File: src/hdl/swc_defines.svh
// Register offsets, field positions, reset values and timing counts
// How it works
// - Writing the suspend bit of the control register enters the low-power state
// - In suspend only wake logic, D- receiver and optional wake timer stay alive
// - Suspend stops oscillator, free-running timer and watchdog enables
// - GPIO, wake timer, serial slave or other interrupts, or low D-, end suspend
// - Any enabled pending interrupt wakes; the enable-sense bit is ignored
// - On wake, clocks restart; run resumes after stability and resume delay
// - Resume delay depends on clock source and the external delay setting
// - A wake condition present at entry still suspends, then wakes after delay
// - Firmware sets the run bit; resume happens only while run is set
// - After resume the next instruction runs before any interrupt is serviced
// - Two options: external-only wake, or periodic internal wake timer
// - Wake timer runs while its interrupt is enabled; disabling resets it
// - Internal clock starts within 2 us, execution after further 8 us
// - External clock: wait for stability, then 128 us or 4 ms more
`ifndef SWC_DEFINES_SVH
`define SWC_DEFINES_SVH

`define SWC_PSC_OFS 8'h00
`define SWC_CLK_OFS 8'h04
`define SWC_STAT_OFS 8'h08
`define SWC_CLR_OFS 8'h0c
`define SWC_IEN_OFS 8'h10
`define SWC_IPEND_OFS 8'h14

`define SWC_PSC_RUN 0
`define SWC_PSC_IES 2
`define SWC_PSC_SUSP 3
`define SWC_PSC_RST 8'h01

`define SWC_CLK_EXT 0
`define SWC_CLK_LONG 1

`define SWC_IRQ_GPIO 0
`define SWC_IRQ_WAKE 1
`define SWC_IRQ_SPI 2
`define SWC_IRQ_OTHER 3

`define SWC_EV_ENTER 0
`define SWC_EV_WAKE 1
`define SWC_EV_RESUME 2

`define SWC_CLK_MHZ 100
`define SWC_INT_START_NS 2000
`define SWC_INT_DLY_NS 8000
`define SWC_EXT_SHORT_US 128
`define SWC_EXT_LONG_US 4000
`define SWC_INT_START_CYC (`SWC_INT_START_NS * `SWC_CLK_MHZ / 1000)
`define SWC_INT_DLY_CYC (`SWC_INT_DLY_NS * `SWC_CLK_MHZ / 1000)
`define SWC_EXT_SHORT_CYC (`SWC_EXT_SHORT_US * `SWC_CLK_MHZ)
`define SWC_EXT_LONG_CYC (`SWC_EXT_LONG_US * `SWC_CLK_MHZ)

`endif

File: src/hdl/swc_pkg.sv
// Types of the suspend and wake controller
`default_nettype none
package swc_pkg;
	typedef enum logic [2:0] {
		SWC_RUN = 3'b000,
		SWC_SUSP = 3'b001,
		SWC_START = 3'b011,
		SWC_DELAY = 3'b010,
		SWC_FIRST = 3'b110
	} swc_state_e;
	typedef logic [20:0] swc_cnt_t;
endpackage
`default_nettype wire

File: src/hdl/swc_top.sv
// Suspend and wake sequencer with AXI4-Lite register slave
//
// Design decisions made here: the address map and register access over AXI4-Lite.
`include "swc_defines.svh"
`default_nettype none
module swc_top #(
	parameter int unsigned WAKE_PERIOD = 100000,
	parameter int unsigned EXT_SHORT = `SWC_EXT_SHORT_CYC,
	parameter int unsigned EXT_LONG = `SWC_EXT_LONG_CYC
) (
	input wire logic aclk, // Clock
	input wire logic aresetn, // Sync reset, low
	input wire logic [7:0] s_axi_awaddr, // Write address
	input wire logic s_axi_awvalid, // Write address valid
	output logic s_axi_awready, // Write address ready
	input wire logic [31:0] s_axi_wdata, // Write data
	input wire logic [3:0] s_axi_wstrb, // Byte strobes
	input wire logic s_axi_wvalid, // Write data valid
	output logic s_axi_wready, // Write data ready
	output logic [1:0] s_axi_bresp, // Write response
	output logic s_axi_bvalid, // Response valid
	input wire logic s_axi_bready, // Response ready
	input wire logic [7:0] s_axi_araddr, // Read address
	input wire logic s_axi_arvalid, // Read address valid
	output logic s_axi_arready, // Read address ready
	output logic [31:0] s_axi_rdata, // Read data
	output logic [1:0] s_axi_rresp, // Read response
	output logic s_axi_rvalid, // Read data valid
	input wire logic s_axi_rready, // Read ready
	input wire logic kbd_serial_data, // D- line level
	input wire logic gpio_irq, // GPIO interrupt pending
	input wire logic spi_irq, // Serial slave interrupt pending
	input wire logic other_irq, // Other pending interrupts
	input wire logic osc_stable, // External oscillator stable
	input wire logic insn_done, // Processor finished one instruction
	output logic cpu_run, // Processor may execute
	output logic irq_hold, // Hold off interrupt service
	output logic osc_int_en, // Internal oscillator on
	output logic osc_ext_en, // External oscillator on
	output logic timer_en, // Free-running timer on
	output logic wdt_en, // Watchdog on
	output logic wake_irq, // Wake-timer interrupt pending
	output logic irq // Summary interrupt
);
	////////////////////////////////////////////////////////////////////
	typedef struct packed {
		swc_pkg::swc_state_e st;
		swc_pkg::swc_cnt_t cnt;
		logic [20:0] wcnt;
		logic [7:0] psc;
		logic [1:0] clk;
		logic [3:0] ien;
		logic [2:0] evst;
		logic [2:0] evmask;
		logic wake_pend;
		logic wlatch;
		logic aw, w, bv, rv;
		logic ws;
		logic [7:0] awa;
		logic [31:0] wd;
		logic [1:0] bresp, rresp;
		logic [31:0] rd;
		logic run, hold, oi, oe, ten, irq;
	} swc_state_s;

	swc_state_s q, d;

	////////////////////////////////////////////////////////////////////
	function automatic logic ofs_ok(input logic [7:0] a);
		ofs_ok = a == `SWC_PSC_OFS || a == `SWC_CLK_OFS ||
			a == `SWC_STAT_OFS || a == `SWC_CLR_OFS ||
			a == `SWC_IEN_OFS || a == `SWC_IPEND_OFS;
	endfunction

	logic [3:0] pend;
	logic wake_cond;
	logic do_wr;
	logic [2:0] ev;
	swc_pkg::swc_cnt_t ext_dly;

	////////////////////////////////////////////////////////////////////
	always_comb begin
		pend = {other_irq, spi_irq, q.wake_pend, gpio_irq};
		// Enable-sense bit deliberately not consulted
		wake_cond = |(pend & q.ien) || !kbd_serial_data;
		ext_dly = q.clk[`SWC_CLK_LONG] ? swc_pkg::swc_cnt_t'(EXT_LONG)
			: swc_pkg::swc_cnt_t'(EXT_SHORT);
		do_wr = q.aw && q.w && !q.bv;
		ev = 3'h0;
		d = q;
		if (s_axi_awvalid && !q.aw) begin
			d.aw = 1'b1;
			d.awa = s_axi_awaddr;
		end
		if (s_axi_wvalid && !q.w) begin
			d.w = 1'b1;
			d.wd = s_axi_wdata;
			d.ws = s_axi_wstrb[0];
		end
		// Wake timer: independent of suspend; disable resets it
		if (!q.ien[`SWC_IRQ_WAKE]) begin
			d.wcnt = 21'h0;
			d.wake_pend = 1'b0;
		end else if (q.wcnt >= 21'(WAKE_PERIOD - 1)) begin
			d.wcnt = 21'h0;
			d.wake_pend = 1'b1;
		end else begin
			d.wcnt = q.wcnt + 21'h1;
		end
		// Clocked latch: a wake shorter than one period can be missed
		if (q.st == swc_pkg::SWC_SUSP && wake_cond)
			d.wlatch = 1'b1;
		if (q.cnt != '0)
			d.cnt = q.cnt - 21'h1;
		case (q.st)
		swc_pkg::SWC_RUN: begin
			d.run = q.psc[`SWC_PSC_RUN];
			d.hold = 1'b0;
			d.oi = !q.clk[`SWC_CLK_EXT];
			d.oe = q.clk[`SWC_CLK_EXT];
			d.ten = 1'b1;
			if (q.psc[`SWC_PSC_SUSP]) begin
				// Enter even with a wake already present
				d.st = swc_pkg::SWC_SUSP;
				d.wlatch = 1'b0;
				d.run = 1'b0;
				d.oi = 1'b0;
				d.oe = 1'b0;
				d.ten = 1'b0;
				ev[`SWC_EV_ENTER] = 1'b1;
			end
		end
		swc_pkg::SWC_SUSP: begin
			// Resume only while run bit stays set
			if (q.wlatch && q.psc[`SWC_PSC_RUN]) begin
				d.st = swc_pkg::SWC_START;
				ev[`SWC_EV_WAKE] = 1'b1;
				if (q.clk[`SWC_CLK_EXT]) begin
					d.oe = 1'b1;
				end else begin
					d.oi = 1'b1;
					d.cnt = swc_pkg::swc_cnt_t'(`SWC_INT_START_CYC);
				end
			end
		end
		swc_pkg::SWC_START: begin
			if (q.clk[`SWC_CLK_EXT] ? osc_stable : q.cnt == '0) begin
				d.st = swc_pkg::SWC_DELAY;
				d.cnt = q.clk[`SWC_CLK_EXT] ? ext_dly
					: swc_pkg::swc_cnt_t'(`SWC_INT_DLY_CYC);
			end
		end
		swc_pkg::SWC_DELAY: begin
			if (q.cnt == '0) begin
				d.st = swc_pkg::SWC_FIRST;
				d.psc[`SWC_PSC_SUSP] = 1'b0;
				d.run = 1'b1;
				d.hold = 1'b1;
				d.ten = 1'b1;
				d.wlatch = 1'b0;
				ev[`SWC_EV_RESUME] = 1'b1;
			end
		end
		swc_pkg::SWC_FIRST: begin
			// Interrupts wait for the post-suspend instruction
			if (insn_done) begin
				d.st = swc_pkg::SWC_RUN;
				d.hold = 1'b0;
			end
		end
		default: d.st = swc_pkg::SWC_RUN;
		endcase
		if (do_wr) begin
			d.aw = 1'b0;
			d.w = 1'b0;
			d.bv = 1'b1;
			d.bresp = ofs_ok(q.awa) ? 2'h0 : 2'h2;
			// Only byte lane 0 holds register bits
			if (q.ws) begin
				case (q.awa)
				`SWC_PSC_OFS: d.psc = q.wd[7:0];
				`SWC_CLK_OFS: d.clk = q.wd[1:0];
				`SWC_IEN_OFS: begin
					d.evmask = q.wd[6:4];
					d.ien = q.wd[3:0];
				end
				default: ;
				endcase
			end
		end
		if (q.bv && s_axi_bready)
			d.bv = 1'b0;
		if (s_axi_arvalid && !q.rv) begin
			d.rv = 1'b1;
			d.rresp = ofs_ok(s_axi_araddr) ? 2'h0 : 2'h2;
			case (s_axi_araddr)
			`SWC_PSC_OFS: d.rd = {24'h0, q.psc};
			`SWC_CLK_OFS: d.rd = {30'h0, q.clk};
			`SWC_STAT_OFS: d.rd = {29'h0, q.evst};
			`SWC_IEN_OFS: d.rd = {25'h0, q.evmask, q.ien};
			`SWC_IPEND_OFS: d.rd = {27'h0, q.st == swc_pkg::SWC_SUSP, pend};
			default: d.rd = 32'h0;
			endcase
		end else if (q.rv && s_axi_rready) begin
			d.rv = 1'b0;
		end
		// Set wins over clear
		d.evst = (q.evst & ~(do_wr && q.ws && q.awa == `SWC_CLR_OFS ?
			q.wd[2:0] : 3'h0)) | ev;
		d.irq = |(d.evst & d.evmask);
	end

	////////////////////////////////////////////////////////////////////
	// Reset sets the run bit but clears run, so the processor runs from the second cycle after reset, as after power-up
	always_ff @(posedge aclk) begin
		if (!aresetn) begin
			q <= '0;
			q.psc <= `SWC_PSC_RST;
		end else begin
			q <= d;
		end
	end

	////////////////////////////////////////////////////////////////////
	assign s_axi_awready = !q.aw;
	assign s_axi_wready = !q.w;
	assign s_axi_bvalid = q.bv;
	assign s_axi_bresp = q.bresp;
	assign s_axi_arready = !q.rv;
	assign s_axi_rvalid = q.rv;
	assign s_axi_rdata = q.rd;
	assign s_axi_rresp = q.rresp;
	assign cpu_run = q.run;
	assign irq_hold = q.hold;
	assign osc_int_en = q.oi;
	assign osc_ext_en = q.oe;
	assign timer_en = q.ten;
	assign wdt_en = q.ten;
	assign wake_irq = q.wake_pend;
	assign irq = q.irq;
endmodule
`default_nettype wire

File: config.mk
export PLATFORM = sky130hd
export DESIGN_NAME = swc_top
export DESIGN_NICKNAME = d
export VERILOG_FILES = /design/src/hdl/swc_pkg.sv /design/src/hdl/swc_top.sv
export VERILOG_INCLUDE_DIRS = /design/src /design/src/hdl
export SDC_FILE = /design/constraint.sdc
export NUM_CORES = 1
export LEC_CHECK = 0
export BUFFER_PORTS_ARGS = -buffer_cell sky130_fd_sc_hd__buf_2
export CAP_MARGIN = 40
export CORE_MARGIN = 2
export CORE_UTILIZATION = 35
export CTS_BUF_LIST = sky130_fd_sc_hd__clkbuf_4
export DETAILED_ROUTE_END_ITERATION = 6
export GPL_TIMING_DRIVEN = 0
export SYNTH_ARGS = -nofsm -noshare
export SYNTH_HDL_FRONTEND = slang
export SYNTH_SLANG_ARGS = --single-unit
export TNS_END_PERCENT = 100
File: constraint.sdc
create_clock -name aclk -period 3.5 [get_ports aclk]
set_input_delay 0.7 -clock aclk [delete_from_list [all_inputs] [get_ports aclk]]
set_output_delay 0.7 -clock aclk [all_outputs]
set_load 0.05 [all_outputs]
Word-level counts from Yosys, hierarchy flattened
Index checks and enable logic that the tools add are counted.
Widths: inputs -> output; s select.
{ "totals": {"reg_bits": 130, "in_bits": 65, "output_inout_bits": 49, "elab_cells": 159} }
{ "op_classes": {"n_addsub": 2, "n_lt_le_gt_ge": 1, "eq_ne": 21, "mux": 50, "n_bitwise": 7, "n_reduce_logical": 51} }
{ "op_table": {"columns": ["op", "n"], "rows": [
  ["$mux 24", 2],
  ["$mux 21", 2],
  ["$pmux 21 s2", 1],
  ["$pmux 8 s5", 1],
  ["$mux 19", 2],
  ["$eq 8x4->1 const B", 4],
  ["$eq 8x5->1 const B", 4],
  ["$mux 3", 8],
  ["$add 21x1->21 const B", 1],
  ["$ge 21x17->1 const B", 1],
  ["$logic_not 21->1", 1],
  ["$reduce_bool 21->1", 1],
  ["$sub 21x1->21 const B", 1],
  ["$mux 10", 2],
  ["$mux 1", 19],
  ["$reduce_and 3->1", 6],
  ["$eq 8x3->1 const B", 2],
  ["$logic_not 8->1", 2],
  ["$pmux 3 s5", 1],
  ["$ne 2x2->1 const B", 6],
  ["$logic_and 1x1->1", 11],
  ["$logic_or 1x1->1", 11],
  ["$mux 2", 5],
  ["$mux 4", 2],
  ["21 further kinds", 36]
]} }

Longest topological paths before layout
{ "logic_depth": {"depth_word": 10, "mapped_depth": 8, "depth_no_buf": 7} }

Worst setup path before layout
OpenSTA, ideal clock, no wires.
{ "synth_path": {"path_type": "input port to flip-flop", "from": "in s_axi_araddr[0]", "to": "reg q (netlist bit s_axi_rdata[5])", "setup_ns": 0.065, "arrival_ns": 2.168, "t_required_ns": 3.435, "setup_slack_ns": 1.266, "cell_stages": 5, "path_buffers": 0, "cell_sequence": "or4_1 > or2_2 > or4_1 > a2bb2oi_1 > nor2_1"} }
{ "synth_between": {"elab_chain_len": 2, "word_cells_on_any_way": 6, "cone_classes": "eq/ne: 4; mux: 1; reduce/logical: 1"} }
{ "synth_rtl": {"columns": ["item", "line", "text"], "rows": [
  ["start, declared", "swc_top.sv:23", "input wire logic [7:0] s_axi_araddr,"],
  ["$eq 8x5->1 (tied with other cells)", "swc_top.sv:196", "case (s_axi_araddr)"],
  ["$pmux 8 s5 (*)", "swc_top.sv:196", null],
  ["end, declared", "swc_top.sv:66", "swc_state_s q, d;"]
]} }
Mark *: on every way between the ends. The rest lies on a longest branch, timed or not.
A chain may end at the register's enable or synchronous reset.

Worst setup path after layout
{ "layout_path": {"from": "reg q[130] in the netlist's numbering", "to": "reg q[139] in the netlist's numbering"} }
{ "layout_between": {"elab_chain_len": 5, "word_cells_on_any_way": 9, "cone_classes": "add/sub: 1; mux: 6; reduce/logical: 2"} }
{ "layout_rtl": {"columns": ["item", "line", "text"], "rows": [
  ["$sub 21x1->21 / $reduce_bool 21->1 (equally long branches)", "swc_top.sv:114, swc_top.sv:113", null],
  ["$mux 21", "swc_top.sv:113", "if (q.cnt != '0)"],
  ["$mux 21", "swc_top.sv:138", "if (q.clk[`SWC_CLK_EXT]) begin"],
  ["$mux 24", "swc_top.sv:135", "if (q.wlatch && q.psc[`SWC_PSC_RUN]) begin"],
  ["$pmux 21 s2 (*)", "swc_top.sv:115", "case (q.st)"]
]} }
Mark *: on every way between the ends. The rest lies on a longest branch, timed or not. The select of a mux whose other input is x is not followed.

==> out/metrics.csv <==
stage;metric;value;unit
synth;synthesized area;5012;sq um
drt;Vias;4418;
synth;area share of the largest cell type after synthesis;41.54;%
synth;Syn Inst Count;588;
sta;post-route clock period utilization;73.54;%
setup_path;Worst setup SP type;flip-flop;
drt;WL/cell;13.74;um
synth;flops & latches, synth;104;
setup_path;CP max FO;10;
sta;fin worst setup slack;0.9262;ns
die;I/O pin cnt;114;
sta;Period minus WS final;2.574;ns
finish;Core Util, Final;41.57;%
clocking;postcts setup bufs;0;
synth;sequential-to-total area share from yosys stat;41.54;%
synth;post-synth top area cell;dfxtp_1;
synth;Simple-Gate Fraction of Synth Area;24.76;%
sta;Clock Skew;0.01636;ns
power;internal power;1.909;mW
die;Die Y;123.7;um
finish;register name with the most flops;q;
setup_path;CP peak stage delay;0.59;ns
finish;n_diodes;0;
synth;EDFF count, synth;0;
die;core footprint;13930;sq um
power;leakage power;2.339;nW
place;Place WS;0.9885;ns
finish;flip-flop count of the largest register after layout;85;
synth;Adder-Cell Fraction of Synth Area;0.7489;%
sta;final hold violation count;0;
sta;Final setup viols;0;
synth;Post-synth top flop;dfxtp_1;
power;Clk pwr share;21.3;%
sta;setup TNS;0;ns
setup_path;slowest cell on the critical path;nor4_2;
die;overall die width;123.7;um
drt;WL final;11.98;mm
clocking;clock latency on the worst-skew pair;0.48;ns
global_routing;gr usage total;16.61;%
global_routing;largest net degree at the start of global routing;20;
drt;Antenna Nets Post-Route;0;
synth;Yosys warnings;0;
place;Port-buffer cells;59;
synth;post-synthesis mux area share;6.440;%
synth;Mean Syn Cell Area;8.524;sq um
global_routing;vias in the first global route;4060;
setup_path;CP Capture Type;flip-flop;
sta;Max Slew Vio Count;0;
finish;P&R area growth vs syn;15.58;%
power;Sw Ratio;38.72;%
power;Comb pwr share;33.8;%
synth;Synth Area in Compound Gates;13.75;%
sta;Max Clock Freq;388.5;MHz
global_routing;grt total ovfl;0;
synth;largest family of logic cells by synthesized area;simple AND/OR/NAND/NOR gates;
clocking;CTS tree;built;
flow_run;MaxCap Viol Count;0;
synth;Yosys cell types;60;
finish;share of post-route cells with drive strength above 1;18.93;%
drt;initial drt markers;342;
setup_path;critical path type;flip-flop to flip-flop;
place;RePlAce Congestion;0.8791;
sta;RSZ-0062 raised after global routing;false;
sta;headroom to the max-slew limit;45.78;%
worst_hold_path;Tightest Hold Check Type;input pin to flip-flop;
place;placed insts;856;
clocking;CTS buffer count;9;
clocking;CTS-repair resized insts;0;
finish;Layout Nets;755;
clocking;Clock Root Buffer;clkbuf_4;
power;switching power;1.206;mW
die;Die ar.;15290;sq um
die;std cell rows;43;
finish;non-filler cells, final;872;
clocking;CTS max path bufs;2;
place;post-detail-place hpwl;9.044;mm
power;Worst VDD drop;0.2706;mV
drt;# DRC;0;
power;total power;3.115;mW
synth;Post-Synth XOR/XNOR Area;4.368;%
power;pwr dens;537.7;nW/um^2
clocking;H-tree Lvls;3;
setup_path;Worst EP required;3.90;ns
die;Initial Util;35.97;%
power;Seq pwr share;44.9;%
synth;ys async rst share;0;%
global_routing;wire length of the first global-routing pass;19.86;mm
clocking;CTS clk-pin slew, worst paths;0.16;ns
status;status;finished, final reports clean;
clocking;Clock Sinks;104;
drt;Pre-antenna DRT Iters;5;
sta;Worst-Margin Slew;0.8079;ns
setup_path;Cell Chain, Critical Path;inv_1 > ha_1 > nor4b_2 > nand2_1 > nor4_2 > nor2_1 > a311oi_1;
global_routing;antenna violations before repair;0;
drt;vias per inst;5.067;
synth;largest cells by area after synthesis;dfxtp_1 42%, mux2i_1 6.0%, nor2_1 5.8%;
setup_path;CP arrival;2.98;ns
clocking;Hold Buf Count CTS;0;
## Yosys cell counts, types with 2 or more instances
library cell,instances
inv_1,11
ha_1,3
a311oi_1,5
or3b_2,3
nor2b_1,4
nand4b_1,2
and4_1,5
a211oi_1,7
mux2_2,2
nand2_1,50
o211ai_1,3
or4_4,2
dfxtp_1,104
nand4_1,8
a22oi_1,2
and2_1,5
a221oi_1,2
clkbuf_1,21
nand3b_1,2
or2_2,5
o21a_1,2
o21ai_0,27
a31oi_1,5
or3_1,10
and3_1,6
nor3_1,12
o31ai_1,6
nor2_1,77
a21oi_1,37
o311a_1,2
nand2b_1,4
nor3b_1,2
o22ai_1,2
and3b_1,2
buf_4,37
mux2i_1,30
a2bb2oi_1,3
nand3_1,20
xnor2_1,8
or4_1,6
nor4_2,2
nor4_1,8
xor2_1,17
## layout make-up
type	instances	area (sq um)
Buffer	60	371.6
Sequential cell	104	2082
Clock buffer	9	67.56
Fill cell	1450	8142
Multi-Input combinational cell	441	2623
Tap cell	180	225.2
Timing Repair Buffer	59	295.3
Inverter	12	45.04
Clock inverter	7	83.83
## power groups by stage
stage	Sequential [mW]	Clock [mW]	Combinational, mW
2_1_floorplan	1.41	0	0.815
3_3_place_gp	1.42	0	1.02
3_5_place_dp	1.42	0	1.04
4_1_cts	1.40	0.690	1.05
5_1_grt	1.42	0.748	1.17
6_report	1.40	0.663	1.05
## cell families (layout without fill, tap and decap cells)
| logic type | after synthesis | in the layout |
|---|---|---|
| AND/OR/NAND/NOR | 240 | 240 |
| multiplexers | 32 | 32 |
| buffers and inverters | 72 | 147 |
| XOR/XNOR | 25 | 25 |
| AO/OA/AOI/OAI | 111 | 111 |
| other | 1 | 30 |
| flip-flops | 104 | 104 |
| adder cells (fa/ha/maj) | 3 | 3 |
## routing by layer
layer,part of all wire [%],up-vias,track usage [%]
met2,48,99,27.03
met1,46,2081,21.79
li1,-,2226,-
met4,1.1,0,4.474
met5,0,-,0
met3,4.9,12,4.350
## through the flow
stage / hold WS (ns) / cell area [sq um]
2_1_floorplan: 0.4261 / 5121
3_3_place_gp: 0.4454 / 5642
3_5_place_dp: 0.4510 / 5642
4_1_cts: 0.3550 / 5793
5_1_grt: 0.3373 / 5793
6_report: 0.3911 / 5793
## layout by cell type, fill, tap and decap left out, drive strengths merged, types with 10 or more instances in the layout
master,netlist,layout
nor4,11,11
nand2,50,50
or3,10,10
nor2,77,77
xor2,17,17
clkbuf,21,30
a21oi,37,37
o21ai,29,29
mux2i,30,30
buf,39,98
nand3,20,20
inv,11,15
dfxtp,104,104
nor3,12,12
conb,1,30
## path summary, 6_finish.rpt
path                                     from                          end  slack (ns)  cells after the start
hold / removal                   s_axi_rready    s_axi_rvalid$_SDFFE_PN0P_        0.39                      2
hold reg to reg   s_axi_rdata[4]$_SDFFE_PN0P_  s_axi_rdata[4]$_SDFFE_PN0P_        0.47                      2
setup / recovery            q[130]$_SDFF_PN0_            q[139]$_SDFF_PN0_        0.93                      7
setup reg to reg            q[130]$_SDFF_PN0_            q[139]$_SDFF_PN0_        0.93                      7
## critical path, delay by kind of cell (launching register included)
kind                     cells  cell delay (ns)
AO/OA/AOI/OAI                1             0.25
adder cells (fa/ha/maj)      1             0.17
buffers and inverters        1             0.11
flip-flops                   1             0.34
AND/OR/NAND/NOR              4             1.63
No activity file was read; power rests on OpenSTA's default activity.
